<file path="config.mk">
export PLATFORM = sky130hd
export DESIGN_NAME = acsc_top
export DESIGN_NICKNAME = d
export VERILOG_FILES = /design/src/acsc_pkg.sv /design/src/acsc_top.sv
export VERILOG_INCLUDE_DIRS = /design/src
export SDC_FILE = /design/constraint.sdc
export NUM_CORES = 1
export LEC_CHECK = 0
export BUFFER_PORTS_ARGS = -buffer_cell sky130_fd_sc_hd__buf_2
export CORE_ASPECT_RATIO = 1.1
export CORE_MARGIN = 4
export CORE_UTILIZATION = 40
export CTS_CLUSTER_SIZE = 25
export DETAILED_ROUTE_END_ITERATION = 16
export HOLD_SLACK_MARGIN = 0.1
export MAX_ROUTING_LAYER = met4
export SYNTH_ARGS = -nofsm -noshare
export SYNTH_HDL_FRONTEND = slang
export SYNTH_HIERARCHICAL = 1
export SYNTH_SLANG_ARGS = --single-unit
</file>
<file path="constraint.sdc">
create_clock -name REF_CLK -period 5.71 [get_ports REF_CLK]
set_input_delay 0 -clock REF_CLK [delete_from_list [all_inputs] [get_ports REF_CLK]]
set_output_delay 0 -clock REF_CLK [all_outputs]
set_load 0.02 [all_outputs]
</file>
<file path="src/acsc_regs.svh">
// register offsets, reset values, field positions and timing counts
`ifndef ACSC_REGS_SVH
`define ACSC_REGS_SVH

// --------------------------------------------------------------------
// register offsets
// --------------------------------------------------------------------
`define ACSC_OFS_CLK_STATUS 8'h00
`define ACSC_OFS_FW_ID      8'h01
`define ACSC_OFS_ERR_FLAGS  8'h02
`define ACSC_OFS_SYS_CTRL1  8'h03
`define ACSC_OFS_SER_FMT    8'h04

// --------------------------------------------------------------------
// reset values
// --------------------------------------------------------------------
`define ACSC_RST_SYS_CTRL1  8'h80
`define ACSC_RST_SER_FMT    4'h5
`define ACSC_RST_RATE       3'h3
`define ACSC_RST_RATIO      3'h3
`define ACSC_RST_ERR        8'h00

// --------------------------------------------------------------------
// field positions
// --------------------------------------------------------------------
`define ACSC_ERR_MCLK       7
`define ACSC_ERR_PLL        6
`define ACSC_ERR_SCLK       5
`define ACSC_ERR_LRCLK      4
`define ACSC_ERR_SLIP       3
`define ACSC_ERR_CLIP       2
`define ACSC_ERR_PROT       1
`define ACSC_CTL_DCBLOCK    7
`define ACSC_CTL_HARD       5

// --------------------------------------------------------------------
// sample-rate and ratio codes, detection thresholds
// --------------------------------------------------------------------
`define ACSC_RATE_32K       3'h0
`define ACSC_RATE_48K       3'h3
`define ACSC_RATE_16K       3'h4
`define ACSC_RATE_24K       3'h5
`define ACSC_RATE_8K        3'h6
`define ACSC_RATE_12K       3'h7
`define ACSC_THR_48K        16'h1518
`define ACSC_THR_32K        16'h1c84
`define ACSC_THR_24K        16'h2a30
`define ACSC_THR_16K        16'h38a4
`define ACSC_THR_12K        16'h53fc
`define ACSC_THR_R128       10'h060
`define ACSC_THR_R192       10'h0a0
`define ACSC_THR_R256       10'h0e0
`define ACSC_THR_R384       10'h140
`define ACSC_THR_R512       10'h1c0
`define ACSC_TOL_MCLK       10'h002
`define ACSC_TOL_SCLK       8'h02
`define ACSC_TOL_LR         16'h0010

// --------------------------------------------------------------------
// timing
// --------------------------------------------------------------------
`define ACSC_REF_CLK_MHZ    200
`define ACSC_LR_TIMEOUT_US  200
`define ACSC_RAMP_STEPS     10'h200
`define ACSC_FRAMES_PER_STEP 3'h4
`define ACSC_STABLE_FRAMES  3'h4

`endif

</file>
<file path="src/acsc_pkg.sv">
// types shared by the clock-status and control block
package acsc_pkg;
	typedef logic [7:0] acsc_byte_t;
	typedef enum logic [2:0]
	{
		I2C_IDLE = 3'b000,
		I2C_RXB  = 3'b001,
		I2C_ACK  = 3'b011,
		I2C_TXB  = 3'b010,
		I2C_RACK = 3'b110
	} acsc_i2c_e;
	typedef enum logic [1:0]
	{
		JUST_RIGHT = 2'h0,
		JUST_I2S   = 2'h1,
		JUST_LEFT  = 2'h2,
		JUST_NONE  = 2'h3
	} acsc_just_e;
endpackage

</file>
<file path="src/acsc_top.sv">
// audio clock detection, error flags, control registers and serial input
// --------------------------------------------------------------------
// Functional notes
// - sample-rate code in status bits 7:5, reserved codes never reported
// - master-clock ratio code in status bits 4:2, reserved never reported
// - rates detected automatically, visible only as read-only status
// - identification register returns a fixed 8-bit firmware code
// - error flags are sticky; only a written zero clears them
// - bit 7 set when master-clock cycles per frame change
// - bit 5 set when bit-clock cycles per frame change
// - bit 4 set when frame-clock frequency changes
// - bit 3 set when frame clock drifts from internal frame sync
// - bit 6 lock fail, bit 2 clip, bit 1 protection, bit 0 zero
// - control bit 7 enables dc-blocking filter, default on
// - control bit 5 picks soft ramp or hard unmute after clock error
// - control bits 1:0 select de-emphasis, default none
// - format register low nibble decodes justification and word length
// - format resets to I2S 24-bit, code 0101
// - control bit 5 also picks unmute style leaving shutdown
// - soft unmute ramp has 512 steps
// --------------------------------------------------------------------
`include "acsc_regs.svh"
`timescale 1ns/100ps
`default_nettype none

module acsc_fifo
#(
	parameter int WIDTH = 25,
	parameter int DEPTH = 16
)
(
	// clock and reset
	input  wire logic             clk,
	input  wire logic             rst,
	// fill side
	input  wire logic             in_valid,
	output logic                  in_ready,
	input  wire logic [WIDTH-1:0] in_data,
	// drain side
	output logic                  out_valid,
	input  wire logic             out_ready,
	output logic      [WIDTH-1:0] out_data
);
	localparam int AW = $clog2(DEPTH);
	logic [WIDTH-1:0] mem [DEPTH];
	logic [AW:0]      wp;
	logic [AW:0]      rp;
	logic             empty;
	logic             take;

	assign empty    = (wp == rp);
	assign in_ready = !((wp[AW] != rp[AW]) && (wp[AW-1:0] == rp[AW-1:0]));
	assign take     = (!out_valid || out_ready) && !empty;

	always_ff @(posedge clk)
	begin
		if (in_valid && in_ready)
			mem[wp[AW-1:0]] <= in_data;
	end

	always_ff @(posedge clk)
	begin
		if (rst)
			wp <= '0;
		else if (in_valid && in_ready)
			wp <= wp + 1'b1;
	end

	// output stage is a register so the drain side sees flop outputs
	always_ff @(posedge clk)
	begin
		if (rst)
		begin
			rp        <= '0;
			out_valid <= 1'b0;
			out_data  <= '0;
		end
		else if (!out_valid || out_ready)
		begin
			out_valid <= !empty;
			out_data  <= mem[rp[AW-1:0]];
			if (take)
				rp <= rp + 1'b1;
		end
	end
endmodule

module acsc_top
	import acsc_pkg::*;
#(
	parameter logic [6:0] DEV_ADDR = 7'h2a,
	parameter acsc_byte_t FW_ID = 8'h5a, // arbitrary value
	parameter int LR_TIMEOUT_CYC = `ACSC_LR_TIMEOUT_US * `ACSC_REF_CLK_MHZ
)
(
	// system
	input  wire logic        REF_CLK,
	input  wire logic        RESET,
	// control port
	input  wire logic        SCL,
	input  wire logic        SDA_I,
	output logic             SDA_O,
	output logic             SDA_OE_N,
	// serial audio pins
	input  wire logic        MCLK,
	input  wire logic        SCLK,
	input  wire logic        LRCLK,
	input  wire logic        SDIN,
	// fault sources and shutdown
	input  wire logic        PLL_LOCK_FAIL,
	input  wire logic        CLIP_DETECT,
	input  wire logic        PROTECT_FAULT,
	input  wire logic        SHUTDOWN,
	// processing controls
	output logic             DC_BLOCK_EN,
	output logic [1:0]       DEEMPH_SEL,
	output logic [9:0]       UNMUTE_LEVEL,
	// audio word stream
	output logic [23:0]      AUDIO_DATA,
	output logic             AUDIO_RIGHT,
	output logic             AUDIO_VALID,
	input  wire logic        AUDIO_READY
);
	localparam int P_SCL = 0;
	localparam int P_SDA = 1;
	localparam int P_MCK = 2;
	localparam int P_SCK = 3;
	localparam int P_LR  = 4;
	localparam int P_SD  = 5;

	// ----------------------------------------------------------------
	// pin synchronisers
	// ----------------------------------------------------------------
	logic [5:0] pin_raw;
	logic [5:0] s1;
	logic [5:0] s2;
	logic [5:0] s3;
	assign pin_raw = {SDIN, LRCLK, SCLK, MCLK, SDA_I, SCL};

	genvar gi;
	generate
		for (gi = 0; gi < 6; gi++)
		begin : g_sync
			always_ff @(posedge REF_CLK)
			begin
				s1[gi] <= pin_raw[gi];
				s2[gi] <= s1[gi];
				s3[gi] <= s2[gi];
			end
		end
	endgenerate

	logic mck_rise;
	logic sck_rise;
	logic lr_rise;
	logic lr_edge;
	assign mck_rise = s2[P_MCK] & ~s3[P_MCK];
	assign sck_rise = s2[P_SCK] & ~s3[P_SCK];
	assign lr_rise  = s2[P_LR] & ~s3[P_LR];
	assign lr_edge  = s2[P_LR] ^ s3[P_LR];

	// ----------------------------------------------------------------
	// frame measurement and clock error detection
	// ----------------------------------------------------------------
	logic [15:0] ref_cnt;
	logic [9:0]  mck_cnt;
	logic [7:0]  sck_cnt;
	logic [15:0] meas_ref;
	logic [9:0]  meas_mck;
	logic [7:0]  meas_sck;
	logic [9:0]  fs_pos;
	logic [1:0]  frames;
	logic [2:0]  rate_code;
	logic [2:0]  ratio_code;
	logic        ev_mck;
	logic        ev_sck;
	logic        ev_lr;
	logic        ev_slip;
	logic        timeout;
	logic        have_prev;

	assign have_prev = frames[1];
	assign timeout   = (32'(ref_cnt) == LR_TIMEOUT_CYC);

	always_ff @(posedge REF_CLK)
	begin
		if (RESET || lr_rise)
		begin
			ref_cnt <= '0;
			mck_cnt <= '0;
			sck_cnt <= '0;
		end
		else
		begin
			if (ref_cnt != 16'hffff)
				ref_cnt <= ref_cnt + 16'h0001;
			if (mck_rise && mck_cnt != 10'h3ff)
				mck_cnt <= mck_cnt + 10'h001;
			if (sck_rise && sck_cnt != 8'hff)
				sck_cnt <= sck_cnt + 8'h01;
		end
	end

	// internal frame sync counts master clock at the learned length, restarting on each frame-clock rise
	always_ff @(posedge REF_CLK)
	begin
		if (RESET || lr_rise)
			fs_pos <= '0;
		else if (mck_rise)
			fs_pos <= (fs_pos + 10'h001 >= meas_mck) ? 10'h000
				: fs_pos + 10'h001;
	end

	always_ff @(posedge REF_CLK)
	begin
		if (RESET || timeout)
			frames <= '0;
		else if (lr_rise && !have_prev)
			frames <= frames + 2'h1;
	end

	always_ff @(posedge REF_CLK)
	begin
		ev_mck  <= 1'b0;
		ev_sck  <= 1'b0;
		ev_lr   <= timeout;
		ev_slip <= 1'b0;
		if (RESET)
		begin
			meas_ref <= '0;
			meas_mck <= '0;
			meas_sck <= '0;
			ev_lr    <= 1'b0;
		end
		else if (lr_rise)
		begin
			meas_ref <= ref_cnt;
			meas_mck <= mck_cnt;
			meas_sck <= sck_cnt;
			if (have_prev)
			begin
				ev_mck <= (mck_cnt > meas_mck + `ACSC_TOL_MCLK)
					|| (meas_mck > mck_cnt + `ACSC_TOL_MCLK);
				ev_sck <= (sck_cnt > meas_sck + `ACSC_TOL_SCLK)
					|| (meas_sck > sck_cnt + `ACSC_TOL_SCLK);
				ev_lr  <= (ref_cnt > meas_ref + `ACSC_TOL_LR)
					|| (meas_ref > ref_cnt + `ACSC_TOL_LR);
				ev_slip <= (fs_pos > `ACSC_TOL_MCLK)
					&& (fs_pos + `ACSC_TOL_MCLK < meas_mck);
			end
		end
	end

	// status follows detection only; no register write reaches it
	always_ff @(posedge REF_CLK)
	begin
		if (RESET)
		begin
			rate_code  <= `ACSC_RST_RATE;
			ratio_code <= `ACSC_RST_RATIO;
		end
		else if (lr_rise && have_prev)
		begin
			if (ref_cnt < `ACSC_THR_48K)
				rate_code <= `ACSC_RATE_48K;
			else if (ref_cnt < `ACSC_THR_32K)
				rate_code <= `ACSC_RATE_32K;
			else if (ref_cnt < `ACSC_THR_24K)
				rate_code <= `ACSC_RATE_24K;
			else if (ref_cnt < `ACSC_THR_16K)
				rate_code <= `ACSC_RATE_16K;
			else if (ref_cnt < `ACSC_THR_12K)
				rate_code <= `ACSC_RATE_12K;
			else
				rate_code <= `ACSC_RATE_8K;
			if (mck_cnt < `ACSC_THR_R128)
				ratio_code <= 3'h0;
			else if (mck_cnt < `ACSC_THR_R192)
				ratio_code <= 3'h1;
			else if (mck_cnt < `ACSC_THR_R256)
				ratio_code <= 3'h2;
			else if (mck_cnt < `ACSC_THR_R384)
				ratio_code <= 3'h3;
			else if (mck_cnt < `ACSC_THR_R512)
				ratio_code <= 3'h4;
			else
				ratio_code <= 3'h5;
		end
	end

	// ----------------------------------------------------------------
	// control port (byte-wide slave, auto-incrementing pointer)
	// ----------------------------------------------------------------
	acsc_i2c_e  i2c_st;
	acsc_byte_t sh_in;
	acsc_byte_t sh_out;
	acsc_byte_t ptr;
	logic [3:0] bitc;
	logic [1:0] byte_n;
	logic       rw;
	logic       nack;
	logic       wr_stb;
	acsc_byte_t wr_ofs;
	acsc_byte_t wr_byte;
	acsc_byte_t err_flags;
	acsc_byte_t sys_ctrl;
	logic [3:0] ser_fmt;
	logic       scl_rise;
	logic       scl_fall;
	logic       i2c_start;
	logic       i2c_stop;

	assign scl_rise  = s2[P_SCL] & ~s3[P_SCL];
	assign scl_fall  = ~s2[P_SCL] & s3[P_SCL];
	assign i2c_start = s2[P_SCL] & s3[P_SCL] & ~s2[P_SDA] & s3[P_SDA];
	assign i2c_stop  = s2[P_SCL] & s3[P_SCL] & s2[P_SDA] & ~s3[P_SDA];

	acsc_byte_t rd_now;

	function automatic acsc_byte_t reg_read(input acsc_byte_t a);
		unique case (a)
			`ACSC_OFS_CLK_STATUS: reg_read = {rate_code, ratio_code, 2'b00};
			`ACSC_OFS_FW_ID:      reg_read = FW_ID;
			`ACSC_OFS_ERR_FLAGS:  reg_read = err_flags;
			`ACSC_OFS_SYS_CTRL1:  reg_read = sys_ctrl;
			`ACSC_OFS_SER_FMT:    reg_read = {4'h0, ser_fmt};
			default:              reg_read = 8'h00;
		endcase
	endfunction

	// byte the pointer selects; its top bit goes straight onto the line
	always_comb
	begin
		rd_now = reg_read(ptr);
	end

	always_ff @(posedge REF_CLK)
	begin
		wr_stb <= 1'b0;
		if (RESET || i2c_stop)
		begin
			i2c_st   <= I2C_IDLE;
			SDA_OE_N <= 1'b1;
			bitc     <= '0;
			byte_n   <= '0;
			rw       <= 1'b0;
			nack     <= 1'b0;
			if (RESET)
				ptr <= '0;
		end
		else if (i2c_start)
		begin
			i2c_st   <= I2C_RXB;
			SDA_OE_N <= 1'b1;
			bitc     <= '0;
			byte_n   <= '0;
		end
		else
		begin
			unique case (i2c_st)
				I2C_IDLE: ;
				I2C_RXB:
					if (scl_rise)
					begin
						sh_in <= {sh_in[6:0], s2[P_SDA]};
						bitc  <= bitc + 4'h1;
					end
					else if (scl_fall && bitc == 4'h8)
					begin
						bitc <= '0;
						if (byte_n == 2'h0)
						begin
							rw <= sh_in[0];
							i2c_st <= (sh_in[7:1] == DEV_ADDR) ? I2C_ACK : I2C_IDLE;
							SDA_OE_N <= (sh_in[7:1] != DEV_ADDR);
						end
						else
						begin
							i2c_st   <= I2C_ACK;
							SDA_OE_N <= 1'b0;
							if (byte_n == 2'h1)
								ptr <= sh_in;
							else
							begin
								wr_stb  <= 1'b1;
								wr_ofs  <= ptr;
								wr_byte <= sh_in;
								ptr     <= ptr + 8'h01;
							end
						end
						if (byte_n != 2'h2)
							byte_n <= byte_n + 2'h1;
					end
				I2C_ACK:
					if (scl_fall)
					begin
						if (rw)
						begin
							i2c_st   <= I2C_TXB;
							sh_out   <= rd_now;
							SDA_OE_N <= rd_now[7];
							ptr      <= ptr + 8'h01;
						end
						else
						begin
							i2c_st   <= I2C_RXB;
							SDA_OE_N <= 1'b1;
						end
					end
				I2C_TXB:
					if (scl_fall)
					begin
						bitc <= bitc + 4'h1;
						if (bitc == 4'h7)
						begin
							bitc     <= '0;
							i2c_st   <= I2C_RACK;
							SDA_OE_N <= 1'b1;
						end
						else
						begin
							sh_out   <= {sh_out[6:0], 1'b0};
							SDA_OE_N <= sh_out[6];
						end
					end
				I2C_RACK:
					if (scl_rise)
						nack <= s2[P_SDA];
					else if (scl_fall)
					begin
						i2c_st   <= nack ? I2C_IDLE : I2C_TXB;
						sh_out   <= rd_now;
						SDA_OE_N <= nack | rd_now[7];
						if (!nack)
							ptr <= ptr + 8'h01;
					end
				default:
					i2c_st <= I2C_IDLE;
			endcase
		end
	end

	// open-drain line only ever pulled low
	always_ff @(posedge REF_CLK)
	begin
		SDA_O <= 1'b0;
	end

	// ----------------------------------------------------------------
	// writable registers
	// ----------------------------------------------------------------
	acsc_byte_t err_set;
	assign err_set = {ev_mck, PLL_LOCK_FAIL, ev_sck, ev_lr | timeout,
		ev_slip, CLIP_DETECT, PROTECT_FAULT, 1'b0};

	// a new event in the clearing cycle stays set
	always_ff @(posedge REF_CLK)
	begin
		if (RESET)
			err_flags <= `ACSC_RST_ERR;
		else if (wr_stb && wr_ofs == `ACSC_OFS_ERR_FLAGS)
			err_flags <= (err_flags & wr_byte) | err_set;
		else
			err_flags <= err_flags | err_set;
	end

	// offsets 0 and 1 take no write
	always_ff @(posedge REF_CLK)
	begin
		if (RESET)
		begin
			sys_ctrl <= `ACSC_RST_SYS_CTRL1;
			ser_fmt  <= `ACSC_RST_SER_FMT;
		end
		else if (wr_stb)
		begin
			if (wr_ofs == `ACSC_OFS_SYS_CTRL1)
				sys_ctrl <= wr_byte & 8'ha3;
			if (wr_ofs == `ACSC_OFS_SER_FMT)
				ser_fmt <= wr_byte[3:0];
		end
	end

	always_ff @(posedge REF_CLK)
	begin
		DC_BLOCK_EN <= RESET ? 1'b1 : sys_ctrl[`ACSC_CTL_DCBLOCK];
		DEEMPH_SEL  <= RESET ? 2'b00 : sys_ctrl[1:0];
	end

	// ----------------------------------------------------------------
	// mute after clock error or shutdown, then soft or hard unmute
	// ----------------------------------------------------------------
	logic       clk_bad;
	logic [2:0] good_frames;
	logic [2:0] step_div;
	logic       any_clk_ev;
	assign any_clk_ev = ev_mck | ev_sck | ev_lr | ev_slip | timeout;

	always_ff @(posedge REF_CLK)
	begin
		if (RESET || any_clk_ev || !have_prev)
		begin
			clk_bad     <= 1'b1;
			good_frames <= '0;
		end
		else if (lr_rise && clk_bad)
		begin
			good_frames <= good_frames + 3'h1;
			if (good_frames + 3'h1 == `ACSC_STABLE_FRAMES)
				clk_bad <= 1'b0;
		end
	end

	always_ff @(posedge REF_CLK)
	begin
		if (RESET || clk_bad || SHUTDOWN)
		begin
			UNMUTE_LEVEL <= '0;
			step_div     <= '0;
		end
		else if (sys_ctrl[`ACSC_CTL_HARD])
			UNMUTE_LEVEL <= `ACSC_RAMP_STEPS;
		else if (lr_rise && UNMUTE_LEVEL != `ACSC_RAMP_STEPS)
		begin
			step_div <= step_div + 3'h1;
			if (step_div + 3'h1 == `ACSC_FRAMES_PER_STEP)
			begin
				step_div     <= '0;
				UNMUTE_LEVEL <= UNMUTE_LEVEL + 10'h001;
			end
		end
	end

	// ----------------------------------------------------------------
	// serial audio receiver
	// ----------------------------------------------------------------
	acsc_just_e just;
	logic [7:0] wl;
	logic [7:0] start;
	logic [7:0] idx;
	logic [23:0] sh_aud;
	logic [24:0] push_data;
	logic        push_valid;
	logic        push_ready;
	logic [24:0] q;

	always_comb
	begin
		just = JUST_NONE;
		wl   = 8'd24;
		if (ser_fmt < 4'h9)
		begin
			just = (ser_fmt < 4'h3) ? JUST_RIGHT
				: (ser_fmt < 4'h6) ? JUST_I2S : JUST_LEFT;
			unique case (ser_fmt % 4'h3)
				4'h0:    wl = 8'd16;
				4'h1:    wl = 8'd20;
				default: wl = 8'd24;
			endcase
		end
		start = (just == JUST_I2S) ? 8'h01
			: (just == JUST_RIGHT) ? {1'b0, meas_sck[7:1]} - wl : 8'h00;
	end

	always_ff @(posedge REF_CLK)
	begin
		if (RESET || lr_edge)
		begin
			idx    <= '0;
			sh_aud <= '0;
		end
		else if (sck_rise)
		begin
			if (idx != 8'hff)
				idx <= idx + 8'h01;
			if (idx >= start && idx < start + wl)
				sh_aud <= {sh_aud[22:0], s2[P_SD]};
		end
	end

	// a word still waiting when the next arrives is overwritten
	always_ff @(posedge REF_CLK)
	begin
		if (RESET)
		begin
			push_valid <= 1'b0;
			push_data  <= '0;
		end
		else if (lr_edge && have_prev && just != JUST_NONE)
		begin
			push_valid <= 1'b1;
			push_data[24] <= (just == JUST_I2S) ? s3[P_LR] : ~s3[P_LR];
			push_data[23:0] <= sh_aud << (8'd24 - wl);
		end
		else if (push_ready)
			push_valid <= 1'b0;
	end

	acsc_fifo #(.WIDTH(25), .DEPTH(16)) u_fifo
	(
		.clk       (REF_CLK),
		.rst       (RESET),
		.in_valid  (push_valid),
		.in_ready  (push_ready),
		.in_data   (push_data),
		.out_valid (AUDIO_VALID),
		.out_ready (AUDIO_READY),
		.out_data  (q)
	);
	assign AUDIO_DATA  = q[23:0];
	assign AUDIO_RIGHT = q[24];
endmodule

`default_nettype wire

</file>
; ---- After elaboration in Yosys (flattened, before gate mapping)
; Memory sizes are Yosys's and may differ from the RTL's. A register that Yosys moved wholly into a read port is not among the register bits.
; Cells that the tools add are included.
[totals]
reg_bits = 264
mem_bits_rw = 400
out_inout_bits = 41
word_cells = 356
mem_count = 1
[mem_list]
columns = memory, words, width, read_ports, rd_ports_with_merged_regs, wr, line_no
row1 = u_fifo.mem, 16, 25, 1, 1, 1, acsc_top.sv:45  ; logic [WIDTH-1:0] mem [DEPTH];
[op_classes]
n_addsub = 24
n_div = 1
order_cmp = 24
eq_ne = 60
shift = 1
muxes = 80
bitwise = 38
n_reduce_logical = 66
[ops]
columns = operator, count
row1 = $mux W8, 15
row2 = $ne A3 B3 Y1 const B, 16
row3 = $mux W3, 14
row4 = $mux W7, 6
row5 = $mux W10, 4
row6 = $pmux W8 S5, 1
row7 = $add A16 B5 Y16 const B, 2
row8 = $eq A8 B2 Y1 const B, 4
row9 = $gt A16 B16 Y1, 2
row10 = $lt A16 B13 Y1 const B, 2
row11 = $lt A16 B14 Y1 const B, 2
row12 = $add A10 B1 Y10 const B, 3
row13 = $add A10 B2 Y10 const B, 3
row14 = $ne A2 B2 Y1 const B, 14
row15 = $add A8 B1 Y8 const B, 3
row16 = $pmux W8 S3, 1
row17 = $shl A24 B8 Y24, 1
row18 = $pmux W7 S3, 1
row19 = $gt A10 B10 Y1, 2
row20 = $lt A10 B8 Y1 const B, 2
row21 = $lt A10 B9 Y1 const B, 2
row22 = $mux W1, 20
row23 = $mux W4, 5
row24 = $ne A10 B10 Y1 const B, 2
row25 = 70 further kinds, 167

; ---- Depth between registers and ports, before layout
; Gate-level depths: netlist (run 1).
[depth]
word_depth = 11
ltp_mapped = 34

; ---- Hierarchy
; The synthesis (run 1) kept the hierarchy.
[by_module_without_submodules]
columns = mod, n_inst, cells_per_inst, area_each_um2, seq_area_each_um2
row1 = acsc_fifo, 1, 907, 16892.5, 12732.2
row2 = acsc_top, 1, 1595, 14480.1, 5455.2

; ---- Worst setup path before layout (run 1)
; Ideal clock, no wire load.
[synth_path]
path_type = reg-to-reg
startpoint = register ser_fmt[3]
endpoint = register sh_aud[3]
setup_ns = 0.128
arrival_time_ns = 5.617
required_time_ns = 5.582
slack_ns = -0.035
stages_incl_launch_ff = 30
n_path_buf = 3
period_less_slack_ns = 5.745
path_cell_list = dfxtp_1 -> buf_4 -> nand2b_1 -> inv_1 -> ha_1 -> inv_1 -> ha_1 -> buf_2 -> o211ai_1 -> o21ai_0 -> ha_1 -> inv_1 -> a221oi_2 -> xnor2_1 -> nand4_4 -> inv_4 -> ha_1 -> fa_1 -> nand2b_1 -> fa_1 -> a21oi_1 -> mux2_2 -> ha_1 -> o21a_1 -> o21ai_0 -> a21oi_1 -> a211oi_2 -> buf_2 -> mux2i_1 -> nor2_1
[synth_between]
elab_chain_cells = 11
[synth_lines]
columns = element, line_no
row1 = start: declaration, acsc_top.sv:307  ; logic [3:0] ser_fmt;
row2 = start signal: assignment, acsc_top.sv:473  ; ser_fmt <= `ACSC_RST_SER_FMT;
row3 = start signal: assignment, acsc_top.sv:480  ; ser_fmt <= wr_byte[3:0];
row4 = $mod A4 B2 Y4 / $lt A4 B3 Y1 (equally long branches), "acsc_top.sv:555, acsc_top.sv:554"
row5 = $eq A4 B1 Y1 (tied with other cells), acsc_top.sv:555  ; unique case (ser_fmt % 4'h3)
row6 = $pmux W4 S2 / $mux W2 (equally long branches), "acsc_top.sv:555, acsc_top.sv:553"
row7 = $mux W4 / $mux W2 (equally long branches), acsc_top.sv:551  ; if (ser_fmt < 4'h9)
row8 = $sub A7 B8 Y8 / $logic_not A2 Y1 (equally long branches), acsc_top.sv:562  ; : (just == JUST_RIGHT) ? {1'b0, meas_sck[7:1]} - wl : 8'h00;
row9 = $mux W8, acsc_top.sv:562
row10 = $mux W8, acsc_top.sv:561  ; start = (just == JUST_I2S) ? 8'h01
row11 = $add A8 B8 Y8, acsc_top.sv:576  ; if (idx >= start && idx < start + wl)
row12 = $lt A8 B8 Y1, acsc_top.sv:576
row13 = $logic_and A1 B1 Y1 *, acsc_top.sv:576
row14 = $reduce_and A2 Y1 (no line) *, --
row15 = end signal: assignment, acsc_top.sv:577  ; sh_aud <= {sh_aud[22:0], s2[P_SD]};
row16 = end: declaration, acsc_top.sv:541  ; logic [23:0] sh_aud;
; Mark *: on every way between the ends. The rest lies on a longest branch, timed or not.
; A chain may end at the register's enable or synchronous reset.

; ---- Worst setup path after layout (run 1)
[layout_path]
startpoint = register ser_fmt[3]
endpoint = register sh_aud[5]
; Same word-level chain as after synthesis.

==> impl_metrics.json, run 1 <==
{
  "number_of_synthesized_register_bits": 689,
  "postLayoutCellArea_sq_mm": 0.0355,
  "floorplan.core_area_sq_mm": 0.0776,
  "critPathRequiredTime_ns": 6.19,
  "row_count": 107,
  "post_synth_inst_count": 2502,
  "syn_nets": 2664,
  "layout-drive-gt1-share_pct": 12.6,
  "detail_route.first_pass.iterations": 5,
  "gr-usage-all-layers_pct": 18.1,
  "worst_path_max_delay_cell": "fa_1",
  "synthDominantCellAreaShare_pct": 42.0,
  "tritoncts": "built",
  "cts_inserted_buffers": 76,
  "grt_pass1_wl_mm": 115,
  "post_synth_design_cell_area_sq_mm": 0.0314,
  "syn2layout_area_growth_pct": 13.1,
  "fin_crit_sh_pct": 93.8,
  "routed_vias": 20000,
  "timing.critical_path.slowest_cell_delay_ns": 0.50,
  "cts_root_buffer": "clkbuf_16",
  "worstMarginPinSlew_ns": 1.28,
  "fin_nets": 2720,
  "synth-seq-area-share_pct": 58.0,
  "vdd_ir_drop_max_v": 0.000192,
  "critPathKind": "reg -> reg",
  "fmaxAchievable_ghz": 0.187,
  "grt_start_max_net_pins": 127,
  "floorplan.die_area_sq_mm": 0.0830,
  "grt_pass1_vias": 20300,
  "crit_path_start_kind": "flop",
  "vias_per_cell": 5.49,
  "r2r_slack_ns": 0.36,
  "setup_viol": 0,
  "hpwlAfterDp_mm": 44.2,
  "post-route-min-period_ns": 5.35,
  "post-place-cells": 3488,
  "finalClockSkew_ns": 0.0290,
  "layout.filler_cells": 6998,
  "postRouteAntennaNets": 0,
  "final_core_util_pct": 45.7,
  "whs_path_depth": 5,
  "power_total_mw": 10.8,
  "remaining_drc_errors": 0,
  "number_of_flops_mapped_to_enable_cells_by_yosys": 439,
  "worst_r2r_startpoint": "ser_fmt[3]$_SDFFE_PP0P_",
  "seq_power_share_pct": 49.9,
  "timing.hold.worst.start": "AUDIO_READY",
  "path_max_fanout": 6,
  "detail_route.iter0.violations": 1258,
  "cts.htree.levels": 3,
  "end_kind": "flop",
  "regArea_sq_mm": 0.0182,
  "initial_core_util_pct": 40.4,
  "switch_share_pct": 22.6,
  "drv.max_cap_violation_count": 0,
  "routed_wire_length_per_instance_um": 20.1,
  "critical_path_arrival_ns": 5.83,
  "grt_antenna_before_repair": 0,
  "synthDistinctLibCells": 86,
  "grt_remaining_overflow": 0,
  "port_buffers": 52,
  "hold_path_end": "u_fifo/out_data[3]$_SDFFE_PP0N_",
  "placed_area_sq_mm": 0.0326,
  "min-delay-path-class": "in -> reg",
  "gp_routability_congestion": 0.845,
  "fin_setup_tns_ns": 0,
  "io_pins": 54,
  "cp_common_cell": "inv_1",
  "ctsLongestPathBuffers": 3,
  "syn_area_per_cell_sq_um": 12.5,
  "power.switching_mw": 2.44,
  "internal_power_mw": 8.36,
  "insertion_delay_ns": 0.63,
  "worstSetupStartpoint": "ser_fmt[3]$_SDFFE_PP0P_",
  "wl_mm": 73.5,
  "clock_power_share_pct": 44.5,
  "synth_top_cells_by_area": "edfxtp_1 42%, dfxtp_1 16%, mux2i_1 6.1%",
  "outcome": "completed",
  "clkSlewWorstSetupHoldPaths_ns": 0.06,
  "postSynth.topFlopCell": "edfxtp_1",
  "timing.final.hold_violations": 0,
  "p_per_area_mw_per_mm2": 304,
  "async_set_reset_flop_share_out_of_synthesis_pct": 0,
  "r2r.worst_path.cells": 34,
  "stdcell_count": 3654,
  "yosys_warnings": 6,
  "slew_headroom_pct": 13.2,
  "dieWidth_um": 275,
  "timing.final.max_slew_violations": 0,
  "static-leakage-power_nw": 12.0,
  "multiInputGateArea_sq_mm": 0.0123,
  "cp_num_buf_inv": 8,
  "synth_area_leader_cell": "edfxtp_1",
  "die-height_um": 302,
  "worstReg2RegEnd": "sh_aud[5]$_SDFFE_PP0P_",
  "clock_sinks": 689,
  "num_antenna_cells": 0,
  "critical-path-top-delay-family": "adder cells",
  "power_frac_comb_pct": 5.6
}
-- cell usage in the layout (no fill, tap or decap), drive strengths merged, types with 11 or more instances in the layout --
master,instances
nand3,63
ha,147
inv,82
a22oi,11
dfxtp,250
nor3,18
o21a,14
nor2,235
xor2,63
nand2b,28
a21o,27
buf,98
o21ai,71
clkinv,29
nand2,127
nor4,14
mux2i,192
edfxtp,439
o211ai,31
dlygate4sd3,20
a21oi,72
nand4,30
clkbuf,105
mux4,52
nor2b,40
a211oi,63
a31oi,38
o22ai,32
xnor2,68
or3,12
and3,29
-- cell usage after synthesis (4+ instances only) --
cell       count
a32o_1         6
clkbuf_1      80
edfxtp_1     439
inv_1         79
ha_1         147
nand2_1      127
and3_1        27
o21a_1        14
nor3b_1        4
o21ai_0       71
buf_4         17
nor2b_1       39
or3_1         12
nand3b_1       5
a211o_1        5
a221oi_1       5
a2111oi_0      8
nor2_1       234
o221ai_1       4
mux2i_1      192
xnor2_1       65
o22ai_1       32
nor3_1        18
o211ai_1      30
a21oi_1       71
nand3_1       62
mux4_2        51
dfxtp_1      250
a21o_1        27
a31oi_1       38
or4_1          4
nor4_1        14
nand2b_1      28
nand4_1       29
a211oi_1      62
or2_2          7
xor2_1        63
a32oi_1        8
a22oi_1       11
and2_1         6
buf_1         11
buf_6         11
buf_2         23
a22o_1         7
-- repair_timing --
action	CTS	global route
setup endpoints to repair	0	24
setup buffers	0	4
endpoints found under the hold margin	49	0
hold buffers	20	0
gates resized for setup	0	21
-- layout make-up --
type                    count  area share, %
clock buffers             103           5.99
multi-input cells        1591           34.7
flip-flops and latches    689           51.3
clock inverters            36           1.02
well taps                1035           3.65
repair buffers            120           2.51
inverters                  80          0.861
-- registers in the layout, indices dropped and copies added (netlist names), 10 cells and up --
signal / flops
ref_cnt: 16
meas_mck: 10
mck_cnt: 10
u_fifo/mem: 400
UNMUTE_LEVEL: 10
meas_ref: 16
u_fifo/out_data: 25
sh_aud: 24
push_data: 25
fs_pos: 10
-- kinds of logic (layout without fill, tap and decap cells) --
kind of cell | count (synthesis) | after routing | synth area share, %
multiplexers | 248 | 248 | 10.0
AND/OR/NAND/NOR | 636 | 636 | 9.80
adder cells (fa/ha/maj) | 149 | 149 | 5.99
buffers and inverters | 222 | 339 | 3.22
AO/OA/AOI/OAI | 426 | 426 | 9.25
flip-flops | 689 | 689 | 58.0
other | 1 | 1 | 0.0120
XOR/XNOR | 131 | 131 | 3.73
-- worst max path at each step --
stage | depth (start not counted) | slack [ns] | endpoint
after global placement | 32 | 0.27 | sh_aud[0]$_SDFFE_PP0P_
after global routing | 34 | -0.02 | sh_aud[2]$_SDFFE_PP0P_
after CTS | 27 | 0.06 | sh_aud[21]$_SDFFE_PP0P_
after floorplan | 29 | -0.02 | sh_aud[3]$_SDFFE_PP0P_
final | 34 | 0.36 | sh_aud[5]$_SDFFE_PP0P_
after detailed placement | 27 | 0.06 | sh_aud[21]$_SDFFE_PP0P_
-- power groups by stage --
stage                     clock network (mW)  registers (mW)  logic [mW]
after CTS                               4.93            5.39       0.612
after floorplan                            0            5.53       0.367
final                                   4.80            5.39       0.606
after detailed placement                   0            5.50       0.600
after global placement                     0            5.49       0.594
after global routing                    5.14            5.40       0.658
-- per-stage QoR --
stage                     worst slack [ns]  hold slack (ns)
final                                0.357            0.154
after floorplan                    -0.0248           0.0277
after CTS                           0.0561            0.107
after detailed placement            0.0609            0.106
after global routing               -0.0222            0.154
after global placement               0.269            0.108
-- metal layers --
layer	share of wire (%)	vias up	track usage, %
met4	2.3	0	4.56
met3	4.4	118	2.69
met5	0	-	-
li1	-	9445	-
met2	51	432	30.8
met1	42	10100	22.8
-- worst reg2reg max path: cells and delay by family, from the launching register on --
kind	cells	cell delay, ns
AO/OA/AOI/OAI	9	1.33
XOR/XNOR	1	0.15
adder cells (fa/ha/maj)	7	1.69
buffers and inverters	8	0.78
flip-flops	1	0.31
multiplexers	1	0.19
AND/OR/NAND/NOR	8	0.78
(Power assumes the default switching activity.)
==> run 2, diff against run 1 <==
--- a/config.mk
+++ b/config.mk
@@ -9,12 +9,12 @@
 export BUFFER_PORTS_ARGS = -buffer_cell sky130_fd_sc_hd__buf_2
 export CORE_ASPECT_RATIO = 1.1
 export CORE_MARGIN = 4
-export CORE_UTILIZATION = 40
+export CORE_UTILIZATION = 57
 export CTS_CLUSTER_SIZE = 25
 export DETAILED_ROUTE_END_ITERATION = 16
 export HOLD_SLACK_MARGIN = 0.1
 export MAX_ROUTING_LAYER = met4
+export PLACE_DENSITY = 0.76
 export SYNTH_ARGS = -nofsm -noshare
 export SYNTH_HDL_FRONTEND = slang
-export SYNTH_HIERARCHICAL = 1
 export SYNTH_SLANG_ARGS = --single-unit
==> run 2 against run 1 <==
Synthesized area down 1.2%. Combinational power down 1%. Worst setup slack worse by 0.059 ns. Design area down 2.3%. Sequential power about the same. Cell count down 12%. Non-clock buffer count down 16. Clock power down 3%. Register-to-register slack worse by 0.06 ns. Total power down 1.8%. Critical path depth down 7. Die area down 30%. Critical path type unchanged. Critical endpoint is now sh_aud[22]$_SDFFE_PP0P_. Largest cell class unchanged. Highest routed layer unchanged.
==> impl_metrics.json, run 2 <==
{
  "outcome": "completed",
  "syn_nets": 2523,
  "number_of_synthesized_register_bits": 689,
  "post-route-min-period_ns": 5.41,
  "post-synth-top-count-cell": "edfxtp_1",
  "fmaxAchievable_ghz": 0.185,
  "pre_cts_ws_ns": -0.150,
  "post-place-cells": 3048,
  "io_pins": 54,
  "insertion_delay_ns": 0.62,
  "gr-usage-met1_pct": 30.0,
  "routed_vias": 19300,
  "grt_antenna_before_repair": 1,
  "gr-usage-all-layers_pct": 24.5,
  "drv.max_cap_violation_count": 0,
  "wl_mm": 68.8,
  "holdWs_ns": 0.210,
  "p_per_area_mw_per_mm2": 306,
  "yosys.area_share.xor_xnor_pct": 3.76,
  "timing.final.hold_violations": 0,
  "post_synth_design_cell_area_sq_mm": 0.0310,
  "synth-seq-area-share_pct": 58.7,
  "detail_route.iter0.violations": 1685,
  "grt_use_met2_pct": 41.9,
  "detail_route.first_pass.iterations": 7,
  "dieWidth_um": 230,
  "worst_r2r_startpoint": "ser_fmt[3]$_SDFFE_PP0P_",
  "timing.critical_path.slowest_cell_delay_ns": 0.41,
  "layout-drive-gt1-share_pct": 14.8,
  "number_of_flops_mapped_to_enable_cells_by_yosys": 439,
  "synth_adder_area_share_pct": 6.06,
  "fin_setup_tns_ns": 0,
  "floorplan.die_area_sq_mm": 0.0582,
  "mostFrequentLayoutCells": "439 x edfxtp_1, 247 x dfxtp_1, 205 x nor2_1",
  "synth_top_family_by_area": "multiplexers",
  "fin_crit_sh_pct": 94.8,
  "hold_path_end": "err_flags[1]$_SDFF_PP0_",
  "hpwlAfterDp_mm": 41.5,
  "grt_start_max_net_pins": 104,
  "gp_routability_congestion": 0.887,
  "globalRoute.busiestLayer": "met2",
  "setup_slack_ns": 0.298,
  "synth_top_cells_by_area": "edfxtp_1 43%, dfxtp_1 16%, mux4_2 9.3%",
  "row_count": 89,
  "slew_headroom_pct": 19.4,
  "initial_core_util_pct": 57.7,
  "grt_pass1_wl_mm": 109,
  "static-leakage-power_nw": 12.1,
  "timing.hold.worst.start": "PROTECT_FAULT",
  "vdd_ir_drop_max_v": 0.000274,
  "remaining_drc_errors": 0,
  "cp_common_cell": "ha_1",
  "grt_remaining_overflow": 0,
  "critPathKind": "reg -> reg",
  "postSynth.topFlopCell": "edfxtp_1",
  "ctsLongestPathBuffers": 3,
  "timing.final.max_slew_violations": 0,
  "stdcell_count": 3202,
  "worstReg2RegEnd": "sh_aud[22]$_SDFFE_PP0P_",
  "synthDominantCellAreaShare_pct": 42.5,
  "floorplan.core_area_sq_mm": 0.0537,
  "critPathRequiredTime_ns": 6.16,
  "post_synth_inst_count": 2361,
  "port_buffers": 52,
  "synth_area_leader_cell": "edfxtp_1",
  "gr-usage-met3_pct": 3.46,
  "critical_path_arrival_ns": 5.86,
  "setup_viol": 0,
  "end_kind": "flop",
  "path_max_fanout": 12,
  "async_set_reset_flop_share_out_of_synthesis_pct": 0,
  "clock_sinks": 689,
  "grt_pass1_vias": 19400,
  "worstMarginPinSlew_ns": 1.21,
  "mostFrequentLayoutCell": "edfxtp_1",
  "synth.area.mux_share_pct": 12.4,
  "cts.htree.levels": 3,
  "worst_path_max_delay_cell": "fa_1",
  "postRouteAntennaNets": 0,
  "compound_gate_portion_of_the_synthesized_area_pct": 6.76,
  "synth_common_cells": "439 x edfxtp_1, 250 x dfxtp_1, 217 x nor2_1",
  "largest_reg_flops": 400,
  "syn_area_per_cell_sq_um": 13.1,
  "r2r_slack_ns": 0.30,
  "r2r.worst_path.cells": 27,
  "crit_path_start_kind": "flop",
  "clkSlewWorstSetupHoldPaths_ns": 0.06,
  "cts_root_buffer": "clkbuf_16",
  "synth_simple_gate_area_share_pct": 9.73,
  "cts_inserted_buffers": 70,
  "whs_path_depth": 4,
  "min-delay-path-class": "in -> reg",
  "fin_nets": 2577,
  "power_total_mw": 10.6,
  "synthDistinctLibCells": 79,
  "vias_per_cell": 6.01,
  "tritoncts": "built",
  "routed_wire_length_per_instance_um": 21.5,
  "die-height_um": 253,
  "syn2layout_area_growth_pct": 11.8,
  "yosys_warnings": 0,
  "finalClockSkew_ns": 0.0221
}
==> run 2: cell count changes after synthesis, sizes merged, moves of 26 or more <==
cell | before | now
mux2i | 192 | 93
mux4 | 52 | 128
a211oi | 63 | 20
a31oi | 38 | 4
buf | 62 | 31
nand2 | 127 | 158
a21oi | 72 | 101
o22ai | 32 | 5
o211ai | 31 | 5
==> run 2: cell families after synthesis <==
logic type               after synthesis
flip-flops                           689
multiplexers                         223
XOR/XNOR                             133
other                                  1
AND/OR/NAND/NOR                      638
AO/OA/AOI/OAI                        325
adder cells (fa/ha/maj)              149
buffers and inverters                203
==> run 2: worst max-delay path by stage <==
stage                     depth (start not counted)                     from                       to
after floorplan                                  30  ser_fmt[3]$_SDFFE_PP0P_   sh_aud[4]$_SDFFE_PP0P_
after global placement                           27  ser_fmt[3]$_SDFFE_PP0P_   sh_aud[1]$_SDFFE_PP0P_
after detailed placement                         27  ser_fmt[3]$_SDFFE_PP0P_  sh_aud[22]$_SDFFE_PP0P_
after CTS                                        27  ser_fmt[3]$_SDFFE_PP0P_  sh_aud[22]$_SDFFE_PP0P_
after global routing                             27  ser_fmt[3]$_SDFFE_PP0P_  sh_aud[15]$_SDFFE_PP0P_
final                                            27  ser_fmt[3]$_SDFFE_PP0P_  sh_aud[22]$_SDFFE_PP0P_
==> run 2: timing repair <==
item                                    4_1_cts  5_1_grt
gates resized for setup                       2       11
cloned                                        0        2
hold buffers                                 18        0
endpoints found under the setup margin       24       24
pin swaps                                     0        2
endpoints found under the hold margin        70        0
setup buffers                                 0        3
==> run 2: area by class of cell <==
type	count	area, sq um
well taps	728	911
diodes	1	2.50
repair buffers	104	744
flip-flops and latches	689	18200
fillers	3891	19000
clock inverters	34	369
inverters	81	304
clock buffers	96	1980
multi-input cells	1469	12100
==> run 2: per-layer routing <==
layer | up-vias | wire (um)
met2 | 672 | 35600
li1 | 8876 | -
met3 | 134 | 4070
met4 | 0 | 2080
met5 | - | 0
met1 | 9570 | 27000
==> run 2: metrics by stage <==
| stage | util [%] | instance area, sq um |
|---|---|---|
| 2_1_floorplan | - | 31000 |
| 3_3_place_gp | 59.6 | 32000 |
| 3_5_place_dp | 59.6 | 32000 |
| 4_1_cts | 64.3 | 34500 |
| 5_1_grt | 64.5 | 34600 |
| 6_report | 64.5 | 34600 |
==> run 2: critical path, delay by kind of cell, from the launching register on <==
| kind | cells | cell delay [ns] |
|---|---|---|
| AOI/OAI and AO/OA | 8 | 1.08 |
| adders and majority gates | 7 | 1.99 |
| buffers and inverters | 5 | 0.60 |
| DFF | 1 | 0.35 |
| muxes | 2 | 0.52 |
| and+or+nand+nor | 5 | 0.69 |
==> run 2: report_power, final <==
group          internal, mW  switching [mW]  leakage, nW
logic                 0.265           0.334         5.08
registers              5.30          0.0562         5.92
clock network          2.69            1.95         1.14
total                  8.26            2.34         12.1
==> run 3, diff against run 2 <==
--- a/config.mk
+++ b/config.mk
@@ -15,6 +15,7 @@
 export HOLD_SLACK_MARGIN = 0.1
 export MAX_ROUTING_LAYER = met4
 export PLACE_DENSITY = 0.76
+export SETUP_SLACK_MARGIN = 0.4
 export SYNTH_ARGS = -nofsm -noshare
 export SYNTH_HDL_FRONTEND = slang
 export SYNTH_SLANG_ARGS = --single-unit
==> run 3 against run 2 <==
Hold slack worse by 0.0079 ns. Core utilization is 0.35 points higher. Cell count is 0.22% higher. Critical path depth is 1 higher. Clock power hardly changed. Routed wire length is 0.97% higher. Clock-buffer cell count is 3 higher. Sequential power hardly changed. First-iteration DRC count is 9.7% lower. Register-to-register slack better by 0.25 ns. Critical path type unchanged. Critical endpoint is now sh_aud[7]$_SDFFE_PP0P_. Largest power group unchanged.
==> impl_metrics.json, run 3 (synthesis results as in run 2) <==
{
  "outcome": "completed",
  "stdcell_count": 3209,
  "switch_share_pct": 22.1,
  "slew_headroom_pct": 16.9,
  "cts_root_buffer": "clkbuf_16",
  "critPathKind": "reg -> reg",
  "grt_antenna_before_repair": 1,
  "postRouteAntennaNets": 0,
  "cp_num_buf_inv": 6,
  "post-route-min-period_ns": 5.17,
  "cp_common_cell": "ha_4",
  "postLayoutCellArea_sq_mm": 0.0348,
  "gp_routability_congestion": 0.886,
  "clock_power_share_pct": 43.8,
  "setup_viol": 0,
  "grt_setup_unrepaired": "yes",
  "remaining_drc_errors": 0,
  "wl_mm": 69.5,
  "syn2layout_area_growth_pct": 12.4,
  "end_kind": "flop",
  "worstSetupStartpoint": "ser_fmt[3]$_SDFFE_PP0P_",
  "post-place-cells": 3044,
  "path_max_fanout": 7,
  "largest_reg_flops": 400,
  "finalClockSkew_ns": 0.0361,
  "die-height_um": 253,
  "p_per_area_mw_per_mm2": 304,
  "grt_remaining_overflow": 0,
  "grt_pass1_wl_mm": 108,
  "vias_per_cell": 5.98,
  "routed_wire_length_per_instance_um": 21.7,
  "fmaxAchievable_ghz": 0.194,
  "fin_crit_sh_pct": 90.5,
  "critical_path_arrival_ns": 5.63,
  "tritoncts": "built",
  "worstMarginPinSlew_ns": 1.24,
  "floorplan.die_area_sq_mm": 0.0582,
  "worst_r2r_startpoint": "ser_fmt[3]$_SDFFE_PP0P_",
  "timing.final.hold_violations": 0,
  "crit_path_start_kind": "flop",
  "static-leakage-power_nw": 12.2,
  "cts_inserted_buffers": 70,
  "clkSlewWorstSetupHoldPaths_ns": 0.06,
  "cts.htree.levels": 3,
  "ctsLongestPathBuffers": 3,
  "final_core_util_pct": 64.9,
  "mostFrequentLayoutCells": "439 x edfxtp_1, 245 x dfxtp_1, 205 x nor2_1",
  "port_buffers": 52,
  "timing.final.max_slew_violations": 0,
  "io_pins": 54,
  "vdd_ir_drop_max_v": 0.000335,
  "detail_route.first_pass.iterations": 5,
  "placed_area_sq_mm": 0.0320,
  "gr-usage-all-layers_pct": 24.3,
  "layout-drive-gt1-share_pct": 16.0,
  "critical-path-top-delay-family": "adder cells",
  "clock_sinks": 689,
  "fin_nets": 2584,
  "routed_vias": 19200,
  "floorplan.core_area_sq_mm": 0.0537,
  "seq_power_share_pct": 50.8,
  "worst_path_max_delay_cell": "fa_1",
  "dieWidth_um": 230,
  "min-delay-path-class": "in -> reg",
  "hpwlAfterDp_mm": 41.3,
  "timing.critical_path.slowest_cell_delay_ns": 0.41,
  "grt_start_max_net_pins": 74,
  "timing.hold.worst.start": "PLL_LOCK_FAIL",
  "detail_route.iter0.violations": 1522,
  "critPathRequiredTime_ns": 6.17,
  "initial_core_util_pct": 57.7,
  "internal_power_mw": 8.26,
  "row_count": 89,
  "grt_pass1_vias": 19300,
  "holdWs_ns": 0.202,
  "mostFrequentLayoutCell": "edfxtp_1",
  "insertion_delay_ns": 0.63,
  "power.switching_mw": 2.34,
  "drv.max_cap_violation_count": 0,
  "power_frac_comb_pct": 5.5
}
-- run 3: path summary, 6_finish.rpt --
check        slack [ns]                 endpoint  depth (start not counted)
max                0.54   sh_aud[7]$_SDFFE_PP0P_                         28
min                0.20  err_flags[6]$_SDFF_PP0_                          4
max reg2reg        0.54   sh_aud[7]$_SDFFE_PP0P_                         28
min reg2reg        0.33            s2[3]$_DFF_P_                          0
-- run 3: power by group through the flow --
stage / combinational, mW / clock, mW / sequential (mW)
5_1_grt: 0.623 / 4.92 / 5.39
2_1_floorplan: 0.393 / 0 / 5.50
4_1_cts: 0.583 / 4.71 / 5.38
3_3_place_gp: 0.553 / 0 / 5.49
6_report: 0.580 / 4.64 / 5.38
3_5_place_dp: 0.564 / 0 / 5.49
-- run 3: worst min-delay path: stages --
cell and delay, ns:
dlygate4sd3_1 0.52, buf_2 0.10, inv_1 0.04, a21oi_1 0.11
-- run 3: area by class of cell --
class	instances	area, sq um
flip-flops and latches	689	18200
clock inverters	31	343
fillers	3925	18800
well taps	728	911
diodes	1	2.50
multi-input cells	1469	12200
repair buffers	111	806
clock buffers	99	2020
inverters	81	307
-- run 3: repair_timing --
action / 4_1_cts / 5_1_grt
setup endpoints to repair: 24 / 24
endpoints found under the hold margin: 83 / 0
hold buffers: 18 / 0
gates resized for setup: 9 / 20
pin swaps: 1 / 8
setup buffers: 0 / 13
cloned: 0 / 3
-- run 3: metal layers --
| layer | share of wire (%) | up-vias | wire length [um] | GRT usage, % |
|---|---|---|---|---|
| li1 | - | 8889 | - | - |
| met1 | 40 | 9508 | 27700 | 30.1 |
| met2 | 51 | 640 | 35600 | 41.1 |
| met3 | 5.9 | 138 | 4130 | 3.83 |
| met4 | 3.0 | 0 | 2070 | 8.66 |
| met5 | 0 | - | 0 | - |
-- run 3: stage by stage --
| step | worst slack, ns | TNS [ns] | total power, mW |
|---|---|---|---|
| final | 0.544 | 0 | 10.6 |
| after detailed placement | -0.0451 | -0.480 | 6.05 |
| after global placement | 0.221 | 0 | 6.04 |
| after floorplan | 0.420 | 0 | 5.89 |
| after global routing | 0.253 | 0 | 10.9 |
| after CTS | 0.411 | 0 | 10.7 |
